--- config.mk ---
export PLATFORM = sky130hd
export DESIGN_NAME = tocp_timer
export DESIGN_NICKNAME = d
export VERILOG_FILES = /design/src/logic/tocp_pkg.sv /design/src/logic/tocp_prescaler.sv /design/src/logic/tocp_timer.sv
export SDC_FILE = /design/constraint.sdc
export NUM_CORES = 1
export LEC_CHECK = 0
export BUFFER_PORTS_ARGS = -buffer_cell sky130_fd_sc_hd__buf_2
export CORE_UTILIZATION = 55
export CTS_BUF_LIST = sky130_fd_sc_hd__clkbuf_16
export CTS_CLUSTER_DIAMETER = 150
export CTS_CLUSTER_SIZE = 12
export DETAILED_ROUTE_END_ITERATION = 10
export PLACE_DENSITY = 0.7
export SYNTH_ARGS = -nofsm -noshare
export SYNTH_HDL_FRONTEND = slang
export SYNTH_SLANG_ARGS = --single-unit
--- constraint.sdc ---
create_clock -name ref_clk -period 4.1 [get_ports ref_clk]
set_clock_uncertainty 0.1 [all_clocks]
set_input_delay 0.82 -clock ref_clk [delete_from_list [all_inputs] [get_ports ref_clk]]
set_output_delay 0.82 -clock ref_clk [all_outputs]
set_load 0.02 [all_outputs]
--- src/logic/tocp_pkg.sv ---
// Package with register map, field positions, reset values and encodings of the compare timer.
package tocp_pkg;

    // ------------------------------------------------------------------
    // Register map (byte addresses)
    // ------------------------------------------------------------------
    localparam int ADDR_W = 4;
    localparam logic [3:0] OFS_STATUS = 4'h0;
    localparam logic [3:0] OFS_CNT_HI = 4'h1;
    localparam logic [3:0] OFS_CNT_LO = 4'h2;
    localparam logic [3:0] OFS_MOD_HI = 4'h3;
    localparam logic [3:0] OFS_MOD_LO = 4'h4;
    localparam logic [3:0] OFS_CH0_CTRL = 4'h5;
    localparam logic [3:0] OFS_CH0_HI = 4'h6;
    localparam logic [3:0] OFS_CH0_LO = 4'h7;
    localparam logic [3:0] OFS_CH1_CTRL = 4'h8;
    localparam logic [3:0] OFS_CH1_HI = 4'h9;
    localparam logic [3:0] OFS_CH1_LO = 4'hA;

    // ------------------------------------------------------------------
    // Status and control fields
    // ------------------------------------------------------------------
    localparam int B_OVF_FLAG = 7;
    localparam int B_OVF_IE = 6;
    localparam int B_HALT = 5;
    localparam int B_CLEAR = 4;
    localparam int PS_MSB = 2;
    localparam int PS_LSB = 0;

    // ------------------------------------------------------------------
    // Channel control fields
    // ------------------------------------------------------------------
    localparam int B_CH_FLAG = 7;
    localparam int B_CH_IE = 6;
    localparam int B_LINK = 5;
    localparam int ACT_MSB = 4;
    localparam int ACT_LSB = 3;
    localparam int B_TOV = 2;

    // ------------------------------------------------------------------
    // Reset values and encodings
    // ------------------------------------------------------------------
    localparam logic [7:0] STATUS_RST = 8'h20;
    localparam logic [7:0] CH_CTRL_RST = 8'h00;
    localparam logic [15:0] MOD_RST = 16'hFFFF;
    localparam logic [15:0] CH_VAL_RST = 16'h0000;
    localparam logic [1:0] ACT_NONE = 2'h0;
    localparam logic [1:0] ACT_TOGGLE = 2'h1;
    localparam logic [1:0] ACT_CLEAR = 2'h2;
    localparam logic [1:0] ACT_SET = 2'h3;
    localparam logic [2:0] PS_EXT = 3'h7;
    localparam int PS_DIV_W = 6;

endpackage : tocp_pkg

--- src/logic/tocp_prescaler.sv ---
// Prescaler that turns the bus clock or the external timer clock pin into count ticks.
`timescale 1ns/100ps
module tocp_prescaler #(
    parameter bit HAS_EXT_CLK = 1'b1
) (
    // Clock and reset
    input wire logic ref_clk,
    input wire logic rst_n,
    // Control
    input wire logic halt,
    input wire logic clear,
    input wire logic [2:0] prescale_select,
    input wire logic external_timer_clock_pin,
    // Tick out
    output logic tick
);

    logic [tocp_pkg::PS_DIV_W-1:0] div_q, div_d;
    logic ext_q, ext_d;
    logic [tocp_pkg::PS_DIV_W-1:0] mask;

    always_comb begin
        div_d = div_q;
        ext_d = external_timer_clock_pin;
        mask = tocp_pkg::PS_DIV_W'(6'h3F >> (3'd6 - prescale_select));
        tick = 1'b0;
        if (clear) begin
            div_d = '0;
        end else if (!halt) begin
            div_d = div_q + 1'b1;
            if (prescale_select == tocp_pkg::PS_EXT) begin
                tick = HAS_EXT_CLK && external_timer_clock_pin && !ext_q;
            end else begin
                tick = (div_q & mask) == mask;
            end
        end
    end

    always_ff @(posedge ref_clk) begin
        if (!rst_n) begin
            div_q <= '0;
            ext_q <= 1'b0;
        end else begin
            div_q <= div_d;
            ext_q <= ext_d;
        end
    end

endmodule : tocp_prescaler

--- src/logic/tocp_timer.sv ---
// Top of the 16-bit compare timer: counter, two compare channels, buffering and register port.
//
// How it works
// - On count equal to channel value, set, clear or toggle pin; flag interrupt.
// - Unbuffered channel writes take effect at once; a passed value misses this period.
// - Compare flag rises at the match; overflow flag rises at the wrap.
// - Link bit in channel 0 control pairs both channels onto channel 0 pin.
// - Linked: channel 0 value first; last written pair takes over at overflow.
// - Linked: channel 1 control ignored and channel 1 pin released.
// - Toggle-on-overflow flips the pin when count wraps at the modulo value.
// - Pulse width runs from overflow to the channel compare match.
// - Halt bit freezes the counter; reset sets it.
// - Clear bit zeroes counter and prescaler, reads zero, self clears.
// - Halt and clear written together leave the counter stopped at zero.
// - Prescale select divides by 1 to 64, code 7 uses external clock.
// - Reading count high byte latches low byte until low byte is read.
// - Count bytes clear on reset and on the clear bit.
`timescale 1ns/100ps
module tocp_timer #(
    parameter bit HAS_EXT_CLK = 1'b1
) (
    // Clock and reset
    input wire logic ref_clk,
    input wire logic rst_n,
    // Register port
    input wire logic [tocp_pkg::ADDR_W-1:0] addr,
    input wire logic [7:0] wdata,
    input wire logic wr_en,
    input wire logic rd_en,
    output logic [7:0] rdata,
    // Pins
    input wire logic external_timer_clock_pin,
    output logic channel0_pin,
    output logic channel0_pin_oe,
    output logic channel1_pin,
    output logic channel1_pin_oe,
    // Interrupt requests
    output logic ovf_irq,
    output logic ch0_irq,
    output logic ch1_irq
);

    // ------------------------------------------------------------------
    // State
    // ------------------------------------------------------------------
    logic [7:0] status_q, status_d;
    logic [15:0] cnt_q, cnt_d;
    logic [15:0] mod_q, mod_d;
    logic [7:0] ch_ctrl_q [2];
    logic [7:0] ch_ctrl_d [2];
    logic [15:0] ch_val_q [2];
    logic [15:0] ch_val_d [2];
    logic [1:0] pin_q, pin_d;
    logic [1:0] oe_q, oe_d;
    logic active_q, active_d;
    logic pending_q, pending_d;
    logic [7:0] lat_q, lat_d;
    logic lat_valid_q, lat_valid_d;
    logic [7:0] rdata_q, rdata_d;
    logic [2:0] irq_q, irq_d;

    logic tick;
    logic clear_wr;
    logic at_mod;
    logic ovf_evt;
    logic linked;
    logic [15:0] cnt_inc;
    logic [1:0] match;
    logic [1:0] ch_en;

    assign clear_wr = wr_en && addr == tocp_pkg::OFS_STATUS && wdata[tocp_pkg::B_CLEAR];
    assign linked = ch_ctrl_q[0][tocp_pkg::B_LINK];
    assign at_mod = cnt_q == mod_q;
    assign cnt_inc = at_mod ? 16'h0000 : cnt_q + 16'h0001;
    assign ovf_evt = tick && !clear_wr && at_mod;

    // ------------------------------------------------------------------
    // Prescaler
    // ------------------------------------------------------------------
    tocp_prescaler #(
        .HAS_EXT_CLK(HAS_EXT_CLK)
    ) u_prescaler (
        .ref_clk(ref_clk),
        .rst_n(rst_n),
        .halt(status_q[tocp_pkg::B_HALT]),
        .clear(clear_wr),
        .prescale_select(status_q[tocp_pkg::PS_MSB:tocp_pkg::PS_LSB]),
        .external_timer_clock_pin(external_timer_clock_pin),
        .tick(tick)
    );

    // ------------------------------------------------------------------
    // Per-channel compare
    // ------------------------------------------------------------------
    // Channel 0 takes its value from whichever pair is active when linked; its
    // control register stays in charge of the pin in both modes.
    for (genvar c = 0; c < 2; c++) begin : g_cmp
        logic [15:0] eff_val;
        assign eff_val = (c == 0 && linked && active_q) ? ch_val_q[1] : ch_val_q[c];
        assign ch_en[c] = (c == 0) || !linked;
        assign match[c] = tick && !clear_wr && ch_en[c] && cnt_inc == eff_val;
    end

    // ------------------------------------------------------------------
    // Next-state logic
    // ------------------------------------------------------------------
    always_comb begin
        status_d = status_q;
        cnt_d = cnt_q;
        mod_d = mod_q;
        ch_ctrl_d = ch_ctrl_q;
        ch_val_d = ch_val_q;
        pin_d = pin_q;
        oe_d = oe_q;
        active_d = active_q;
        pending_d = pending_q;
        lat_d = lat_q;
        lat_valid_d = lat_valid_q;
        rdata_d = 8'h00;

        // Register writes. Flags clear on a written 0 and keep a written 1.
        if (wr_en) begin
            case (addr)
                tocp_pkg::OFS_STATUS: begin
                    status_d = {status_q[tocp_pkg::B_OVF_FLAG] & wdata[tocp_pkg::B_OVF_FLAG],
                                wdata[6:5], 1'b0, 1'b0, wdata[2:0]};
                end
                tocp_pkg::OFS_MOD_HI: mod_d[15:8] = wdata;
                tocp_pkg::OFS_MOD_LO: mod_d[7:0] = wdata;
                tocp_pkg::OFS_CH0_CTRL: begin
                    ch_ctrl_d[0] = {ch_ctrl_q[0][7] & wdata[7], wdata[6:2], 2'b00};
                end
                tocp_pkg::OFS_CH1_CTRL: begin
                    ch_ctrl_d[1] = {ch_ctrl_q[1][7] & wdata[7], 1'b0, 1'b0, wdata[4:2], 2'b00};
                    ch_ctrl_d[1][tocp_pkg::B_CH_IE] = wdata[tocp_pkg::B_CH_IE];
                end
                tocp_pkg::OFS_CH0_HI: ch_val_d[0][15:8] = wdata;
                tocp_pkg::OFS_CH0_LO: begin
                    ch_val_d[0][7:0] = wdata;
                    pending_d = 1'b0;
                end
                tocp_pkg::OFS_CH1_HI: ch_val_d[1][15:8] = wdata;
                tocp_pkg::OFS_CH1_LO: begin
                    ch_val_d[1][7:0] = wdata;
                    pending_d = 1'b1;
                end
                default: ;
            endcase
        end

        // Counter. Clear wins over a tick; halt is applied in the prescaler.
        if (clear_wr) begin
            cnt_d = 16'h0000;
            lat_d = 8'h00;
            lat_valid_d = 1'b0;
        end else if (tick) begin
            cnt_d = cnt_inc;
        end

        // Pairing swaps only at overflow so the active pair never changes mid period.
        if (!linked) begin
            active_d = 1'b0;
        end else if (ovf_evt) begin
            active_d = pending_d;
        end

        // Flags: hardware set wins over a software clear in the same cycle.
        if (ovf_evt) begin
            status_d[tocp_pkg::B_OVF_FLAG] = 1'b1;
        end
        for (int c = 0; c < 2; c++) begin
            if (match[c]) begin
                ch_ctrl_d[c][tocp_pkg::B_CH_FLAG] = 1'b1;
            end
            // Overflow toggle first, so a match on the wrap count sets the final level.
            if (ovf_evt && ch_en[c] && ch_ctrl_q[c][tocp_pkg::B_TOV]) begin
                pin_d[c] = !pin_d[c];
            end
            if (match[c]) begin
                case (ch_ctrl_q[c][tocp_pkg::ACT_MSB:tocp_pkg::ACT_LSB])
                    tocp_pkg::ACT_TOGGLE: pin_d[c] = !pin_q[c];
                    tocp_pkg::ACT_CLEAR: pin_d[c] = 1'b0;
                    tocp_pkg::ACT_SET: pin_d[c] = 1'b1;
                    default: ;
                endcase
            end
            oe_d[c] = ch_en[c] && (ch_ctrl_q[c][tocp_pkg::ACT_MSB:tocp_pkg::ACT_LSB]
                      != tocp_pkg::ACT_NONE || ch_ctrl_q[c][tocp_pkg::B_TOV]);
        end

        // Reads, with the low byte held after a high byte read.
        if (rd_en) begin
            case (addr)
                tocp_pkg::OFS_STATUS: rdata_d = status_q;
                tocp_pkg::OFS_CNT_HI: begin
                    rdata_d = cnt_q[15:8];
                    if (!lat_valid_q && !clear_wr) begin
                        lat_d = cnt_q[7:0];
                        lat_valid_d = 1'b1;
                    end
                end
                tocp_pkg::OFS_CNT_LO: begin
                    rdata_d = lat_valid_q ? lat_q : cnt_q[7:0];
                    lat_valid_d = 1'b0;
                end
                tocp_pkg::OFS_MOD_HI: rdata_d = mod_q[15:8];
                tocp_pkg::OFS_MOD_LO: rdata_d = mod_q[7:0];
                tocp_pkg::OFS_CH0_CTRL: rdata_d = ch_ctrl_q[0];
                tocp_pkg::OFS_CH0_HI: rdata_d = ch_val_q[0][15:8];
                tocp_pkg::OFS_CH0_LO: rdata_d = ch_val_q[0][7:0];
                tocp_pkg::OFS_CH1_CTRL: rdata_d = ch_ctrl_q[1];
                tocp_pkg::OFS_CH1_HI: rdata_d = ch_val_q[1][15:8];
                tocp_pkg::OFS_CH1_LO: rdata_d = ch_val_q[1][7:0];
                default: rdata_d = 8'h00;
            endcase
        end

        irq_d[0] = status_d[tocp_pkg::B_OVF_FLAG] && status_d[tocp_pkg::B_OVF_IE];
        irq_d[1] = ch_ctrl_d[0][tocp_pkg::B_CH_FLAG] && ch_ctrl_d[0][tocp_pkg::B_CH_IE];
        irq_d[2] = ch_ctrl_d[1][tocp_pkg::B_CH_FLAG] && ch_ctrl_d[1][tocp_pkg::B_CH_IE] && !linked;
    end

    // ------------------------------------------------------------------
    // Registers
    // ------------------------------------------------------------------
    always_ff @(posedge ref_clk) begin
        if (!rst_n) begin
            status_q <= tocp_pkg::STATUS_RST;
            cnt_q <= 16'h0000;
            mod_q <= tocp_pkg::MOD_RST;
            ch_ctrl_q[0] <= tocp_pkg::CH_CTRL_RST;
            ch_ctrl_q[1] <= tocp_pkg::CH_CTRL_RST;
            ch_val_q[0] <= tocp_pkg::CH_VAL_RST;
            ch_val_q[1] <= tocp_pkg::CH_VAL_RST;
            pin_q <= 2'b00;
            oe_q <= 2'b00;
            active_q <= 1'b0;
            pending_q <= 1'b0;
            lat_q <= 8'h00;
            lat_valid_q <= 1'b0;
            rdata_q <= 8'h00;
            irq_q <= 3'b000;
        end else begin
            status_q <= status_d;
            cnt_q <= cnt_d;
            mod_q <= mod_d;
            ch_ctrl_q <= ch_ctrl_d;
            ch_val_q <= ch_val_d;
            pin_q <= pin_d;
            oe_q <= oe_d;
            active_q <= active_d;
            pending_q <= pending_d;
            lat_q <= lat_d;
            lat_valid_q <= lat_valid_d;
            rdata_q <= rdata_d;
            irq_q <= irq_d;
        end
    end

    assign rdata = rdata_q;
    assign channel0_pin = pin_q[0];
    assign channel1_pin = pin_q[1];
    assign channel0_pin_oe = oe_q[0];
    assign channel1_pin_oe = oe_q[1];
    assign ovf_irq = irq_q[0];
    assign ch0_irq = irq_q[1];
    assign ch1_irq = irq_q[2];
endmodule : tocp_timer

== Yosys cells after proc, flatten, opt, wreduce, memory -nomap -nowiden ==
Index checks and enable logic that the tools add are counted.

* Word-level logic and storage cells: 125
* Register bits after elaboration: 114
* Output and inout port bits: 15

* Equality and inequality tests: 21
* Bitwise operators: 5
* Shift operators: 1
* Add/subtract/negate cells: 3
* Muxes and demuxes: 31
* Reduce and logical (&&, ||, !) cells: 41

{| class="wikitable"
|+ Operator list
! operator !! count
|-
| 8-bit one-hot mux with 11 select lines || 1
|-
| 8-bit two-way mux || 9
|-
| 16-bit equality test || 3
|-
| 16-bit two-way mux || 3
|-
| 2-bit AND reduction || 11
|-
| 1-bit logical AND || 18
|-
| 16-bit by 1-bit adder with 16-bit output, second input constant || 1
|-
| 4-bit by 3-bit equality test with 1-bit output, second input constant || 4
|-
| 1-bit two-way mux || 14
|-
| 4-bit equality test, second input constant || 3
|-
| 2-bit equality test, second input constant || 4
|-
| 4-bit by 2-bit equality test with 1-bit output, second input constant || 2
|-
| 6-bit by 1-bit adder with 6-bit output, second input constant || 1
|-
| 6-bit AND || 1
|-
| 6-bit equality test || 1
|-
| 1-bit zero test || 6
|-
| 1-bit one-hot mux with 3 select lines || 2
|-
| 6-bit by 3-bit >> shifter with 6-bit output, first input constant || 1
|-
| 2-bit by 1-bit equality test with 1-bit output, second input constant || 2
|-
| 4-bit by 1-bit equality test with 1-bit output, second input constant || 1
|-
| 4-bit zero test || 1
|-
| 1-bit one-hot mux with 2 select lines || 2
|-
| 2-bit nonzero test || 2
|-
| 1-bit AND || 3
|-
| other kinds (5) || 6
|}

== Longest topological paths before layout ==
* Depth in word-level cells: 14
* Mapped depth: 11

== By module ==
From an unflattened synthesis, not the netlist that was laid out.

* Cell total of the unflattened synthesis: 848
* Area, all modules: 6996.7 um2

{| class="wikitable"
|+ By module, submodules not included
! module !! times used !! sequential area each (um2) !! cells an instance !! area each (um2)
|-
| tocp_timer || 1 || 2142.1 || 804 || 6580.1
|-
| tocp_prescaler || 1 || 140.1 || 44 || 416.6
|}

== Worst setup path before layout ==
No wires, ideal clock.

* Path type: in2reg
* Start: input port addr[2] (netlist bit)
* End: register active_q
* Path slack: 1192 ps
* Library setup time: 114 ps
* Cell stages on the path: 8
* Data arrival time: 2694 ps
* Path through: clkbuf_1 > inv_1 > nor2_1 > nand2_1 > nor2_1 > o21ai_0 > mux2i_1 > nor2_1

* Cells in the longest elaborated chain, start to end: 6

{| class="wikitable"
|+ Ends and longest elaborated chain
! item !! RTL line !! RTL
|-
| start, declared || tocp_timer.sv:26 || <nowiki>input wire logic [tocp_pkg::ADDR_W-1:0] addr,</nowiki>
|-
| 4-bit zero test || tocp_timer.sv:71 || <nowiki>assign clear_wr = wr_en && addr == tocp_pkg::OFS_STATUS && wdata[tocp_pkg::B_CLEAR];</nowiki>
|-
| 1-bit logical AND (2 in series) || tocp_timer.sv:71 ||
|-
| 1-bit two-way mux / 1-bit zero test (equally long branches) || tocp_prescaler.sv:27, tocp_timer.sv:75 ||
|-
| 1-bit logical AND (2 in series) || tocp_timer.sv:75 || <nowiki>assign ovf_evt = tick && !clear_wr && at_mod;</nowiki>
|-
| end signal, assigned || tocp_timer.sv:251 || <nowiki>active_q <= active_d;</nowiki>
|-
| end, declared || tocp_timer.sv:55 || <nowiki>logic active_q, active_d;</nowiki>
|}

Parallel ways exist; a longest one is shown, timed or not.
A chain may end at the register's enable or synchronous reset.

== Worst setup path in the final report ==
* Start: register cnt_q[0]
* End: register irq_q[2]

* Cells in the longest elaborated chain, start to end: 7

{| class="wikitable"
|+ Ends and longest elaborated chain
! item !! RTL line !! RTL
|-
| start, declared || tocp_timer.sv:47 || <nowiki>logic [15:0] cnt_q, cnt_d;</nowiki>
|-
| start signal, assigned || tocp_timer.sv:245 || <nowiki>cnt_q <= cnt_d;</nowiki>
|-
| 16-bit by 1-bit adder with 16-bit output / 16-bit equality test (equally long branches) || tocp_timer.sv:74, tocp_timer.sv:73 ||
|-
| 16-bit two-way mux (*) || tocp_timer.sv:74 || <nowiki>assign cnt_inc = at_mod ? 16'h0000 : cnt_q + 16'h0001;</nowiki>
|-
| 16-bit equality test (*) || tocp_timer.sv:101 || <nowiki>assign match[c] = tick && !clear_wr && ch_en[c] && cnt_inc == eff_val;</nowiki>
|-
| 1-bit logical AND (*) || tocp_timer.sv:101 ||
|-
| 1-bit two-way mux (*) || tocp_timer.sv:172 || <nowiki>if (match[c]) begin</nowiki>
|-
| 1-bit logical AND (*) (2 in series) || tocp_timer.sv:220 || <nowiki>irq_d[2] = ch_ctrl_d[1][tocp_pkg::B_CH_FLAG] && ch_ctrl_d[1][tocp_pkg::B_CH_IE] && !linked;</nowiki>
|-
| end signal, assigned || tocp_timer.sv:256 || <nowiki>irq_q <= irq_d;</nowiki>
|-
| end, declared || tocp_timer.sv:60 || <nowiki>logic [2:0] irq_q, irq_d;</nowiki>
|}

Every way passes the cells marked *; elsewhere a longest branch is shown, timed or not.

==> flow_summary_export.csv <==
group,metric,value,unit
global_route,grt_pass1_wl,37060,um
timing,rsz0062_at_grt,"no",
synthesis,syn_inst,860,
synthesis,synth_top_family_by_area,"simple AND/OR/NAND/NOR gates",
layout,multi_input_area,4265,um2
synthesis,netlist_area,6909,um2
synthesis,synthMuxAreaShare,10.61,%
setup_path,end_kind,"flop",
die,placeableCoreArea,12110,um2
die,die_w,114.1,um
synthesis,yosysUniqueCellTypes,84,
global_route,grt_pass1_vias,6357,
power,power_switching,0.0007362,W
placed_design,dp_hpwl,18040,um
power,p_int,0.002214,W
die,ioPinCount,32,
min_path,whs_endpoint,"g_cmp[1].eff_val[13]$_SDFFE_PN0P_",
die,initial_core_util,57.05,%
cts,cts_tree,"yes",
timing,post-route-period-util,87.35,%
power,pwr-share-comb,5.9,%
synthesis,synth_ff_type,"dfxtp_1",
cts,clock_sinks,114,
synthesis,synth-simple-area-share,26.48,%
layout,nNetsFinal,892,
setup_path,rr_endpoint,"irq_q[2]$_SDFF_PN0_",
timing,setup_violations,0,
min_path,hold_depth,2,
routing,wl_per_cell,23.26,um
timing,maxSlewHeadroom,40.52,%
cts,ctsHoldBuffers,0,
synthesis,synth_most_common_cell,"dfxtp_1",
synthesis,yosys.area.top_type,"dfxtp_1",
global_route,grt_overflow,0,
synthesis,synth-edff-count,0,
global_route,grt_max_degree,53,
cts,htreeDepth,4,
setup_path,critPathKind,"flop to flop",
cts,clkTransAtPathRegs,0.06,ns
synthesis,yosysWarnings,0,
power,pwr-share-clk,55.4,%
power,peakVddDrop,0.4099,mV
cts,post_cts_buffers,0,
synthesis,synth_common_cells,"114 x dfxtp_1, 108 x nor2_1, 81 x nand2_1, 62 x mux2i_1, 57 x a21oi_1",
routing,drtIter0Drc,810,
timing,period_minus_slack,3.581,ns
setup_path,cp_max_fo,12,
timing,maxSlewViolCount,0,
synthesis,synthAdderAreaFrac,1.087,%
routing,vias,6943,
power,p_leak,3.002,nW
setup_path,reg2reg_from,"cnt_q[0]$_SDFFE_PP0P_",
die,die_area,13010,um2
global_route,grt.total_usage,38.47,%
die,num_rows,40,
routing,drt_pass1_iterations,6,
routing,wirelength,24450,um
timing,final.setup.tns,0,ns
power,p_sw_share,24.95,%
setup_path,critPathLaunch,"cnt_q[0]$_SDFFE_PP0P_",
synthesis,synthArstFlopShare,0,%
global_route,antenna_found_initial,1,
routing,drc,0,
min_path,hold_path_class,"flop to flop",
setup_path,reg2reg_depth,9,
layout,register_area,2282,um2
setup_path,cp_data_required_time,4.31,ns
cts,ctsRootBufferMaster,"clkbuf_16",
timing,worstMarginPinSlew,0.8890,ns
synthesis,synth_top_area_share,33.03,%
die,die_h,114.1,um
power,power_density,378.9,nW/um2
layout,layout-drive-gt1-share,13.15,%
power,seqPwrFrac,38.7,%
setup_path,cp.arrival,3.79,ns
job,drv_cap,0,
placed_design,gp_congestion,1.032,
timing,hold_viol_final,0,
min_path,min-delay-start,"g_cmp[1].eff_val[13]$_SDFFE_PN0P_",
routing,drt-vias-per-instance,6.606,
timing,hold_ws,0.3681,ns
synthesis,synth-seq-cells,114,
synthesis,synthTopCellsByArea,"dfxtp_1 33%, mux2i_1 9.0%, nor2_1 5.9%",
cts,clock_latency,0.42,ns
synthesis,yosysSeqAreaShare,33.03,%
setup_path,r2r_slack,0.52,ns
synthesis,synth.net_count,883,
routing,ant_nets,0,
cts,ctsResizeCount,0,
layout,fill_cells,1084,
layout,areaGrowthSynthToFinish,12.69,%
timing,max_freq,0.2792,GHz
synthesis,synth_compound_area_share,17.66,%
synthesis,synth-xor-area-share,5.849,%
run_status,outcome,"completed",
setup_path,startpoint_type,"flop",
cts,clockBufferDepth,2,
synthesis,avgSynthCellArea,8.034,um2
placed_design,io_buffers,31,
cts,cts_buffers,17,
==> worst max-delay path, stage by stage, from the launching register on <==
cell and delay, ns:
dfxtp_1 0.67, ha_1 0.45, and3_2 0.32, nand4_2 0.21, xor2_1 0.43, o22a_1 0.24
o211ai_2 0.11, a221oi_4 0.37, nand4_2 0.18, a2111oi_2 0.40
==> sequential cells by signal (all words and copies together) (netlist names), 2 cells and up <==
register / count
ch_val_q: 16
cnt_q: 16
g_cmp.eff_val: 16
mod_q: 16
ch_ctrl_q: 11
lat_q: 8
rdata: 8
status_q: 6
u_prescaler.div_q: 6
irq_q: 3
oe_q: 2
pin_q: 2
==> routing by layer <==
| metal | wire [um] | share of wire [%] | up-vias | GRT usage, % |
|---|---|---|---|---|
| li1 | - | - | 3128 | - |
| met3 | 2346 | 9.6 | 82 | 7.517 |
| met1 | 10100 | 41 | 3322 | 51.91 |
| met4 | 1057 | 4.3 | 0 | 18.27 |
| met5 | 0 | 0 | - | 0 |
| met2 | 10950 | 45 | 411 | 59.15 |
==> power by group through the flow <==
stage               clock network [W]  logic [W]  registers (W)
global placement                    0   0.000167        0.00116
finish                        0.00163   0.000174        0.00114
global route                  0.00169   0.000185        0.00114
detailed placement                  0   0.000169        0.00116
floorplan                           0   0.000113        0.00116
CTS                           0.00164   0.000170        0.00114
==> layout make-up <==
cell class	count	share of cell area (%)
sequential	114	29.31
tap	168	2.700
timing repair buffer	49	3.728
inverter	24	1.157
antenna	1	0.03214
multi-input combinational	663	54.78
clock inverter	15	2.828
clock buffer	17	5.464
==> per-stage QoR <==
stage	utilization [%]	cells	total power [W]	setup WS, ns	area [um2]
5_1_grt	64.27	1050	0.003017	0.3524	7784
6_report	64.29	1051	0.002950	0.5186	7786
3_5_place_dp	58.94	1018	0.001333	0.6003	7138
3_3_place_gp	58.94	1018	0.001331	0.6850	7138
4_1_cts	64.27	1050	0.002951	0.5834	7784
2_1_floorplan	-	860	0.001271	1.192	6909
==> cells in the final DEF, fill, tap and decap left out, types with 4 or more instances in the layout <==
cell	n
or3_1	8
xor2_1	24
o21a_1	5
buf_2	31
nand2b_1	8
mux2_2	10
nor3_1	26
a22o_1	4
o21ai_0	28
a221oi_1	6
inv_6	5
ha_1	6
nor2_1	108
xnor2_1	17
nand2_1	81
bufinv_16	4
nand3b_1	5
and2_1	8
nand4_1	12
a32oi_1	4
and3_1	5
a21oi_1	57
nor2b_1	8
clkbuf_16	17
a22oi_1	12
mux2i_1	62
inv_1	23
dfxtp_1	114
nand3_1	49
a31oi_1	9
o31ai_1	6
o211ai_1	6
nor4_1	11
o22ai_1	5
buf_4	18
==> how the worst max path moves through the flow <==
stage                            endpoint  cells after the start
CTS                   irq_q[2]$_SDFF_PN0_                      9
finish                irq_q[2]$_SDFF_PN0_                      9
detailed placement    irq_q[2]$_SDFF_PN0_                      9
global placement      irq_q[2]$_SDFF_PN0_                      9
global route          irq_q[2]$_SDFF_PN0_                      9
floorplan           active_q$_SDFFE_PN0N_                      8
==> cells by family (layout without fill, tap and decap cells) <==
group | count (synthesis) | after routing
AND/OR/NAND/NOR | 361 | 361
AO/OA/AOI/OAI | 181 | 181
flip-flops | 114 | 114
buffers and inverters | 83 | 105
multiplexers | 72 | 72
XOR/XNOR | 43 | 43
adder cells (fa/ha/maj) | 6 | 6
other | 0 | 1
Note: power is estimated with default switching activity, not from simulation.
